[src/fcpd_defs.vh]
`ifndef FCPD_DEFS_VH
`define FCPD_DEFS_VH

// ----------------------------------------
// Opcode field, low five bits of first byte
// ----------------------------------------
`define FCPD_OP_READ_TRACK 5'h02
`define FCPD_OP_SPECIFY 5'h03
`define FCPD_OP_SENSE_DRV 5'h04
`define FCPD_OP_WRITE 5'h05
`define FCPD_OP_READ 5'h06
`define FCPD_OP_RECAL 5'h07
`define FCPD_OP_SENSE_INT 5'h08
`define FCPD_OP_WRITE_DEL 5'h09
`define FCPD_OP_READ_ID 5'h0A
`define FCPD_OP_READ_DEL 5'h0C
`define FCPD_OP_FORMAT 5'h0D
`define FCPD_OP_DUMPREG 5'h0E
`define FCPD_OP_SEEK 5'h0F
`define FCPD_OP_VERSION 5'h10
`define FCPD_OP_SCAN_EQ 5'h11
`define FCPD_OP_PERP 5'h12
`define FCPD_OP_CONFIG 5'h13
`define FCPD_OP_LOCK 5'h14
`define FCPD_OP_VERIFY 5'h16
`define FCPD_OP_SCAN_LO 5'h19
`define FCPD_OP_SCAN_HI 5'h1D

// ----------------------------------------
// Command lengths in bytes, zero is invalid
// ----------------------------------------
`define FCPD_LEN_BAD 4'h0
`define FCPD_LEN_1 4'h1
`define FCPD_LEN_2 4'h2
`define FCPD_LEN_3 4'h3
`define FCPD_LEN_CFG 4'h4
`define FCPD_LEN_FMT 4'h6
`define FCPD_LEN_RW 4'h9
`define FCPD_BUF_LAST 9'h008

// ----------------------------------------
// Byte indices within a command
// ----------------------------------------
`define FCPD_IX_DRV 1
`define FCPD_IX_CYL 2
`define FCPD_IX_HEAD 3
`define FCPD_IX_SECT 4
`define FCPD_IX_N 5
`define FCPD_IX_EOT 6
`define FCPD_IX_GPL 7
`define FCPD_IX_DTL 8
`define FCPD_IX_FN 2
`define FCPD_IX_FSC 3
`define FCPD_IX_FGPL 4
`define FCPD_IX_FPAT 5
`define FCPD_IX_CFG 2

// ----------------------------------------
// Bit positions inside the first command byte and parameter bytes
// ----------------------------------------
`define FCPD_BIT_HEAD 2
`define FCPD_BIT_EC 7
`define FCPD_BIT_REL 7
`define FCPD_BIT_DIR 6
`define FCPD_BIT_EIS 6
`define FCPD_BIT_QUEUE_ENABLE_N 5
`define FCPD_BIT_OW 7
`define FCPD_PERP_MSB 5
`define FCPD_PERP_LSB 2
`define FCPD_THR_MSB 3

// ----------------------------------------
// Values and reset states
// ----------------------------------------
`define FCPD_ST0_INVALID 8'h80
`define FCPD_QUEUE_ENABLE_N_RST 1'b1
`define FCPD_EIS_RST 1'b0
`define FCPD_SECT_BASE 15'h0080
`define FCPD_N_MAX 8'h07

`endif

[src/fcpd_len_calc.v]
`include "fcpd_defs.vh"

// ----------------------------------------
// Sector length arithmetic
// ----------------------------------------
module fcpd_len_calc (
    input wire [7:0] size_code,
    input wire [7:0] short_len,
    output wire [14:0] phys_len,
    output wire [14:0] xfer_len,
    output wire [14:0] fill_len
);

    // Codes above the largest allowed are held at the largest
    wire [7:0] n_lim;
    wire [14:0] short_ext;

    assign n_lim = (size_code > `FCPD_N_MAX) ? `FCPD_N_MAX : size_code;
    // Whole sector, also the CRC span
    assign phys_len = `FCPD_SECT_BASE << n_lim[2:0];
    assign short_ext = {7'h00, short_len};
    // Short length only counts for code zero
    assign xfer_len = (size_code == 8'h00 && short_ext < phys_len) ? short_ext : phys_len;
    // Bytes read and dropped, or written as zero
    assign fill_len = phys_len - xfer_len;

endmodule // fcpd_len_calc

[src/fcpd_top.v]
`include "fcpd_defs.vh"

module fcpd_top (
    input wire core_clk,
    input wire rstn,
    input wire cmd_wr,
    input wire [7:0] cmd_byte,
    input wire res_rd,
    input wire exec_done,
    output reg host_request_flag_r,
    output reg transfer_direction_flag_r,
    output reg cmd_busy_r,
    output reg fdc_irq_r,
    output reg cmd_start_r,
    output reg [4:0] opcode_r,
    output reg [7:0] res_data_r,
    output reg [1:0] drive_pick_bits_r,
    output reg [3:0] drive_sel_r,
    output reg head_sel_r,
    output reg [7:0] cylinder_r,
    output reg [7:0] sector_num_r,
    output reg [7:0] size_code_r,
    output reg [7:0] final_sector_number_r,
    output reg [7:0] gap_length_r,
    output reg [7:0] short_sector_length_r,
    output reg [7:0] sectors_per_track_r,
    output reg [7:0] fill_pattern_r,
    output reg count_mode_flag_r,
    output reg relative_seek_r,
    output reg step_inward_r,
    output reg [3:0] perpendicular_drive_bits_r,
    output reg queue_enable_n_r,
    output reg implied_seek_enable_r,
    output reg [3:0] fifo_threshold_r,
    output reg seek_first_r,
    output reg [14:0] phys_len_r,
    output reg [14:0] xfer_len_r,
    output reg [14:0] fill_len_r
);

    // ----------------------------------------
    // Phases
    // ----------------------------------------
    localparam [1:0] S_CMD = 2'b00;
    localparam [1:0] S_BUSY = 2'b01;
    localparam [1:0] S_EXEC = 2'b10;
    localparam [1:0] S_RES = 2'b11;

    // ----------------------------------------
    // Opcode decoders
    // ----------------------------------------
    // Bytes needed per opcode, zero for invalid
    function [3:0] fcpd_cmd_len;
        input [4:0] op;
        begin
            case (op)
                `FCPD_OP_READ, `FCPD_OP_READ_DEL, `FCPD_OP_WRITE, `FCPD_OP_WRITE_DEL,
                `FCPD_OP_READ_TRACK, `FCPD_OP_VERIFY, `FCPD_OP_SCAN_EQ, `FCPD_OP_SCAN_LO,
                `FCPD_OP_SCAN_HI: fcpd_cmd_len = `FCPD_LEN_RW;
                `FCPD_OP_FORMAT: fcpd_cmd_len = `FCPD_LEN_FMT;
                `FCPD_OP_CONFIG: fcpd_cmd_len = `FCPD_LEN_CFG;
                `FCPD_OP_SPECIFY, `FCPD_OP_SEEK: fcpd_cmd_len = `FCPD_LEN_3;
                `FCPD_OP_RECAL, `FCPD_OP_SENSE_DRV, `FCPD_OP_READ_ID,
                `FCPD_OP_PERP: fcpd_cmd_len = `FCPD_LEN_2;
                `FCPD_OP_SENSE_INT, `FCPD_OP_VERSION, `FCPD_OP_DUMPREG,
                `FCPD_OP_LOCK: fcpd_cmd_len = `FCPD_LEN_1;
                default: fcpd_cmd_len = `FCPD_LEN_BAD;
            endcase
        end
    endfunction

    // Commands carrying a cylinder and sector block
    function fcpd_is_rw;
        input [4:0] op;
        begin
            fcpd_is_rw = (fcpd_cmd_len(op) == `FCPD_LEN_RW);
        end
    endfunction

    // ----------------------------------------
    // Command byte store
    // ----------------------------------------
    reg [1:0] state_r;
    reg [1:0] state_nxt;
    reg [3:0] idx_r;
    reg [3:0] idx_nxt;
    reg invalid_pend_r;
    reg [7:0] cmd_buf_r [0:8];
    wire wr_take;
    wire [4:0] op_w;
    wire [3:0] len_w;
    wire bad_w;
    wire fin_w;
    wire internal_w;
    wire [14:0] calc_phys;
    wire [14:0] calc_xfer;
    wire [14:0] calc_fill;

    // Writes outside the command phase are dropped
    assign wr_take = cmd_wr && (state_r == S_CMD);
    assign op_w = cmd_buf_r[0][4:0];
    assign len_w = fcpd_cmd_len(op_w);
    // First byte checked before any parameter is asked for
    assign bad_w = (state_r == S_BUSY) && (idx_r == 4'h0) && (len_w == `FCPD_LEN_BAD);
    assign fin_w = (state_r == S_BUSY) && !bad_w && (idx_r + 4'h1 == len_w);
    assign internal_w = (op_w == `FCPD_OP_SPECIFY) || (op_w == `FCPD_OP_CONFIG) || (op_w == `FCPD_OP_PERP);

    // One flop byte per position
    genvar g;
    generate
        for (g = 0; g <= `FCPD_BUF_LAST; g = g + 1) begin : g_buf
            localparam integer GI = g;
            always @(posedge core_clk or negedge rstn) begin
                if (!rstn) begin
                    cmd_buf_r[g] <= 8'h00;
                end else if (wr_take && idx_r == GI[3:0]) begin
                    cmd_buf_r[g] <= cmd_byte;
                end
            end
        end
    endgenerate

    // ----------------------------------------
    // Phase sequencing
    // ----------------------------------------
    // Next phase and byte index
    always @* begin
        state_nxt = state_r;
        idx_nxt = idx_r;
        case (state_r)
            S_CMD: begin
                if (wr_take) begin
                    state_nxt = S_BUSY;
                end
            end
            S_BUSY: begin
                if (bad_w) begin
                    state_nxt = S_CMD;
                    idx_nxt = 4'h0;
                end else if (fin_w) begin
                    idx_nxt = 4'h0;
                    if (op_w == `FCPD_OP_SENSE_INT) begin
                        state_nxt = S_RES;
                    end else if (internal_w) begin
                        state_nxt = S_CMD;
                    end else begin
                        state_nxt = S_EXEC;
                    end
                end else begin
                    state_nxt = S_CMD;
                    idx_nxt = idx_r + 4'h1;
                end
            end
            S_EXEC: begin
                if (exec_done) begin
                    state_nxt = S_CMD;
                end
            end
            S_RES: begin
                if (res_rd) begin
                    state_nxt = S_CMD;
                end
            end
            default: begin
                state_nxt = S_CMD;
                idx_nxt = 4'h0;
            end
        endcase
    end

    // Phase registers, handshake flags, interrupt and result
    always @(posedge core_clk or negedge rstn) begin
        if (!rstn) begin
            state_r <= S_CMD;
            idx_r <= 4'h0;
            host_request_flag_r <= 1'b1;
            transfer_direction_flag_r <= 1'b0;
            cmd_busy_r <= 1'b0;
            fdc_irq_r <= 1'b0;
            invalid_pend_r <= 1'b0;
            cmd_start_r <= 1'b0;
            res_data_r <= 8'h00;
        end else begin
            state_r <= state_nxt;
            idx_r <= idx_nxt;
            // Ready for a write: request 1, direction 0
            host_request_flag_r <= (state_nxt == S_CMD) || (state_nxt == S_RES);
            transfer_direction_flag_r <= (state_nxt == S_RES);
            cmd_busy_r <= (state_nxt != S_CMD) || (idx_nxt != 4'h0);
            cmd_start_r <= fin_w && !internal_w && (op_w != `FCPD_OP_SENSE_INT);
            if (bad_w) begin
                fdc_irq_r <= 1'b1;
                invalid_pend_r <= 1'b1;
            end else if (fin_w && op_w == `FCPD_OP_SENSE_INT) begin
                // No other interrupt source here, so status is always invalid
                res_data_r <= `FCPD_ST0_INVALID;
                fdc_irq_r <= 1'b0;
                invalid_pend_r <= 1'b0;
            end
        end
    end

    // ----------------------------------------
    // Length arithmetic
    // ----------------------------------------
    fcpd_len_calc u_len (
        .size_code(cmd_buf_r[`FCPD_IX_N]),
        .short_len(cmd_buf_r[`FCPD_IX_DTL]),
        .phys_len(calc_phys),
        .xfer_len(calc_xfer),
        .fill_len(calc_fill)
    );

    // ----------------------------------------
    // Parameter latch
    // ----------------------------------------
    // All fields change only on the last byte of a command
    always @(posedge core_clk or negedge rstn) begin
        if (!rstn) begin
            opcode_r <= 5'h00;
            drive_pick_bits_r <= 2'b00;
            drive_sel_r <= 4'h1;
            head_sel_r <= 1'b0;
            cylinder_r <= 8'h00;
            sector_num_r <= 8'h00;
            size_code_r <= 8'h00;
            final_sector_number_r <= 8'h00;
            gap_length_r <= 8'h00;
            short_sector_length_r <= 8'h00;
            sectors_per_track_r <= 8'h00;
            fill_pattern_r <= 8'h00;
            count_mode_flag_r <= 1'b0;
            relative_seek_r <= 1'b0;
            step_inward_r <= 1'b0;
            perpendicular_drive_bits_r <= 4'h0;
            queue_enable_n_r <= `FCPD_QUEUE_ENABLE_N_RST;
            implied_seek_enable_r <= `FCPD_EIS_RST;
            fifo_threshold_r <= 4'h0;
            seek_first_r <= 1'b0;
            phys_len_r <= 15'h0000;
            xfer_len_r <= 15'h0000;
            fill_len_r <= 15'h0000;
        end else if (fin_w) begin
            opcode_r <= op_w;
            if (len_w >= `FCPD_LEN_2 && !internal_w) begin
                // High pick bit is the most significant
                drive_pick_bits_r <= cmd_buf_r[`FCPD_IX_DRV][1:0];
                drive_sel_r <= 4'h1 << cmd_buf_r[`FCPD_IX_DRV][1:0];
                head_sel_r <= cmd_buf_r[`FCPD_IX_DRV][`FCPD_BIT_HEAD];
            end
            if (fcpd_is_rw(op_w)) begin
                cylinder_r <= cmd_buf_r[`FCPD_IX_CYL];
                sector_num_r <= cmd_buf_r[`FCPD_IX_SECT];
                size_code_r <= cmd_buf_r[`FCPD_IX_N];
                final_sector_number_r <= cmd_buf_r[`FCPD_IX_EOT];
                gap_length_r <= cmd_buf_r[`FCPD_IX_GPL];
                phys_len_r <= calc_phys;
                xfer_len_r <= calc_xfer;
                fill_len_r <= calc_fill;
                // Seek ahead of the transfer only when enabled
                seek_first_r <= implied_seek_enable_r;
                if (op_w == `FCPD_OP_VERIFY) begin
                    count_mode_flag_r <= cmd_buf_r[`FCPD_IX_DRV][`FCPD_BIT_EC];
                end else begin
                    count_mode_flag_r <= 1'b0;
                end
                if (op_w == `FCPD_OP_VERIFY && cmd_buf_r[`FCPD_IX_DRV][`FCPD_BIT_EC]) begin
                    sectors_per_track_r <= cmd_buf_r[`FCPD_IX_DTL];
                end else begin
                    short_sector_length_r <= cmd_buf_r[`FCPD_IX_DTL];
                end
            end
            case (op_w)
                `FCPD_OP_FORMAT: begin
                    size_code_r <= cmd_buf_r[`FCPD_IX_FN];
                    sectors_per_track_r <= cmd_buf_r[`FCPD_IX_FSC];
                    gap_length_r <= cmd_buf_r[`FCPD_IX_FGPL];
                    fill_pattern_r <= cmd_buf_r[`FCPD_IX_FPAT];
                    seek_first_r <= 1'b0;
                end
                `FCPD_OP_SEEK: begin
                    cylinder_r <= cmd_buf_r[`FCPD_IX_CYL];
                    relative_seek_r <= cmd_buf_r[0][`FCPD_BIT_REL];
                    // 0 steps out, 1 steps toward the spindle
                    step_inward_r <= cmd_buf_r[0][`FCPD_BIT_DIR];
                    seek_first_r <= 1'b0;
                end
                `FCPD_OP_CONFIG: begin
                    implied_seek_enable_r <= cmd_buf_r[`FCPD_IX_CFG][`FCPD_BIT_EIS];
                    queue_enable_n_r <= cmd_buf_r[`FCPD_IX_CFG][`FCPD_BIT_QUEUE_ENABLE_N];
                    fifo_threshold_r <= cmd_buf_r[`FCPD_IX_CFG][`FCPD_THR_MSB:0];
                end
                `FCPD_OP_PERP: begin
                    // Drive bits change only with the overwrite bit set
                    if (cmd_buf_r[`FCPD_IX_DRV][`FCPD_BIT_OW]) begin
                        perpendicular_drive_bits_r <=
                            cmd_buf_r[`FCPD_IX_DRV][`FCPD_PERP_MSB:`FCPD_PERP_LSB];
                    end
                end
                default: begin
                    relative_seek_r <= relative_seek_r;
                end
            endcase
        end
    end

endmodule // fcpd_top

[config.mk]
export PLATFORM = sky130hd
export DESIGN_NAME = fcpd_top
export DESIGN_NICKNAME = d
export VERILOG_FILES = /design/src/fcpd_len_calc.v /design/src/fcpd_top.v
export VERILOG_INCLUDE_DIRS = /design/src
export SDC_FILE = /design/constraint.sdc
export NUM_CORES = 1
export LEC_CHECK = 0
export ABC_AREA = 0
export BUFFER_PORTS_ARGS = -buffer_cell sky130_fd_sc_hd__buf_2
export CAP_MARGIN = 20
export CORE_UTILIZATION = 55
export DETAILED_ROUTE_END_ITERATION = 7
export GPL_TIMING_DRIVEN = 1
export PLACE_DENSITY = 0.78
export RECOVER_POWER = 25
export SETUP_SLACK_MARGIN = 0.4
export SLEW_MARGIN = 20
export SYNTH_ARGS = -nofsm -noshare
export SYNTH_HDL_FRONTEND = slang
export SYNTH_SLANG_ARGS = --single-unit
[constraint.sdc]
create_clock -name core_clk -period 3.87 [get_ports core_clk]
set_input_delay 0.1935 -clock core_clk [delete_from_list [all_inputs] [get_ports core_clk]]
set_output_delay 0.1935 -clock core_clk [all_outputs]
set_load 0.05 [all_outputs]
==> metrics.txt <==
clk slew on worst S/H paths 0.06 ns; status finished with violations; DRC viols 0; crit share post-route 86.2%; I/O Buffers 146; Root Buffer clkbuf_16; Fillers 1279; Die Ht 132 µm; Die X 132 µm; Synth Register Bits between 200 and 250; Avg Cell Area, Syn 13.4 µm²; num ports about 160; Synth Instances ~700; # diodes 0; top cell type's share of synthesized area about 55%; crit start category flip-flop; CP Capture Type flip-flop; CP max FO 22; Antenna Nets Post-Route 0; Slew Limit Headroom -91.4%; Arrival @ worst endpoint 3.72 ns; top-count cell post-synth dfrtp_1; clock skew 0.0208 ns; WP data required 4.26 ns; clock latency on the worst-skew pair 0.50 ns; area grow syn2layout 16.3%; slew at the pin closest to its max-slew limit about 2.9 ns; Max Fclk ~300 MHz; setup_tns 0 ns; Avg WL per Cell 19.2 µm; Setup CP Type flip-flop to flip-flop; Commonest cells post-synth 206 x dfrtp_1, 120 x mux2_2, 59 x nand2_1; failing checks max-capacitance violations, max-slew violations; die area 17500 µm²; global-route wire length before repair 32.9 mm; sequential share of the synthesized area 56.1%; ys flop type dfrtp_1; Final WS setup 0.534 ns; RSZ-0062 raised after global routing no; grt total ovfl 0; HP Class input pin to flip-flop; CTS tree done; number of max-cap violations 1; core area 16600 µm²; via count 6038; largest net degree at the start of global routing about 120; Initial Util 56.2%; Max rail drop VDD 0.431 mV; top post-synthesis cells by area dfrtp_1 55%, mux2_2 14%, mux2_4 6.6%, nand2_1 2.4%, ha_1 1.7%; TritonRoute pass-1 iters 4; number of synthesized flops with an enable pin 0; Netlist Area Pre-Place around 9300 µm²; max-slew violations 117; Post-synth ARST share 100%; Final min period roughly 3.3 ns; Reg area 5230 µm²; H-Tree Depth 1; pre-CTS setup slack 0.433 ns; layout cells sized above 1 roughly 40%; Yosys top cell by area dfrtp_1; Netlist cell types 60; nets@finish between 800 and 900; HPWL after DPL 14.2 mm; routability congestion estimate between 0.8 and 0.9; clock sinks around 210; P_leak ~0.0057 µW; initial antenna violation count 0; total CTS buffers 21; PD cells approximately 800 nW/µm²; GRT Total Usage 24.1%; Final Hold Viols 0; DRT iter0 DRCs 301; routed wire length 20.8 mm; number of synthesis warnings 0; via density per instance 5.58; row count 47; area of the multi-input gates 3810 µm²; Setup-failing EPs final 0; number of global-route vias before repair 6003; largest buffer count on any clock path 3; postcts setup bufs 0
[stage by stage]
step	util (%)	hold WS (ns)	std cells	cell area, µm²	power (µW)
6_report	65.4	0.0183	1082	10800	8670
5_1_grt	65.4	0.0211	1082	10800	9090
4_1_cts	65.6	0.00820	1082	10900	8700
3_5_place_dp	61.5	0.385	1044	10200	6730
3_3_place_gp	61.5	0.389	1044	10200	6640
2_1_floorplan	-	-0.102	710	9370	5880
[layer usage]
layer	global-route usage [%]	part of all wire, %	up-vias
met1	33.9	45	3039
li1	-	-	2777
met3	3.54	5.1	31
met2	39.3	48	191
met5	0	0	-
met4	6.58	2.0	0
[timing repair]
| action | 4_1_cts | 5_1_grt |
|---|---|---|
| resized for setup | 0 | 2 |
| hold endpoints to repair | 110 | 0 |
| setup endpoints to repair | 0 | 7 |
| hold buffers | 1 | 0 |
[final timing paths]
kind                                     from                        to  slack [ns]  cells past startpoint
worst min-delay path                   res_rd                state_r[0]        0.02                      2
min in group asynchronous                rstn            xfer_len_r[13]        1.17                      2
worst max register to register  cmd_buf_r[66]  short_sector_length_r[5]        0.53                      7
worst max-delay path            cmd_buf_r[66]  short_sector_length_r[5]        0.53                      7
max in group asynchronous                rstn             cmd_buf_r[33]        0.96                      3
worst min register to register  res_data_r[7]             res_data_r[7]        0.49                      1
[where the power goes]
| group | internal (µW) | total [µW] | leakage (µW) | switching (µW) |
|---|---|---|---|---|
| clock network | 1130 | 1950 | 0.000337 | 818 |
| registers | 2820 | 3410 | 0.00277 | 589 |
| logic | 1190 | 3310 | 0.00257 | 2110 |
| total | 5150 | 8670 | 0.00568 | 3520 |
[logic make-up after synthesis]
logic type,count (synthesis),synth area share [%]
buffers and inverters,61,3.68
AND/OR/NAND/NOR,138,7.53
XOR/XNOR,10,1.02
flip-flops,209,56.1
AO/OA/AOI/OAI,82,6.26
other,1,0.0402
multiplexers,183,23.6
adder cells (fa/ha/maj),13,1.75
[cells in the final DEF (no fill, tap or decap), types with 6 or more instances in the layout]
cell and n:
mux2_2 120, o21ai_0 13, nor2b_1 7, a2bb2oi_1 17, clkbuf_16 21, o22ai_1 17, mux2_4 41, ha_1 13
buf_4 10, clkbuf_8 7, nor2_1 17, and3_1 9, mux2_1 9, clkbuf_1 28, nor3_1 6, a21oi_1 7
buf_2 120, nand2_1 59, conb_1 14, xnor2_1 7, mux2i_1 13, dfrtp_1 206, nand3_1 9, inv_1 19
[flip-flops by register name, summed over array words and instances, names as in the netlist, 5 cells and up]
| name | count |
|---|---|
| short_sector_length_r | 8 |
| xfer_len_r | 15 |
| cylinder_r | 8 |
| sector_num_r | 8 |
| fill_len_r | 14 |
| gap_length_r | 8 |
| opcode_r | 5 |
| fill_pattern_r | 8 |
| phys_len_r | 8 |
| final_sector_number_r | 8 |
| sectors_per_track_r | 8 |
| size_code_r | 8 |
| cmd_buf_r | 70 |
[area by class of cell]
cell class                      instances  area share [%]
Sequential cell                       209            48.3
Multi-Input combinational cell        440            35.1
Timing Repair Buffer                  157            7.23
Clock buffer                           31            5.84
Tap cell                              220            2.54
Inverter                               19           0.658
Clock inverter                          6           0.346
[worst max-delay path, cell delays in order (launching register included)]
cell and delay, ns:
dfrtp_1 0.75, mux2_2 0.41, o21ai_1 0.18, mux2i_1 0.20
a41o_1 0.30, buf_4 0.20, or4_1 0.80, mux2_4 0.40
No activity file was read; power rests on OpenSTA's default activity.
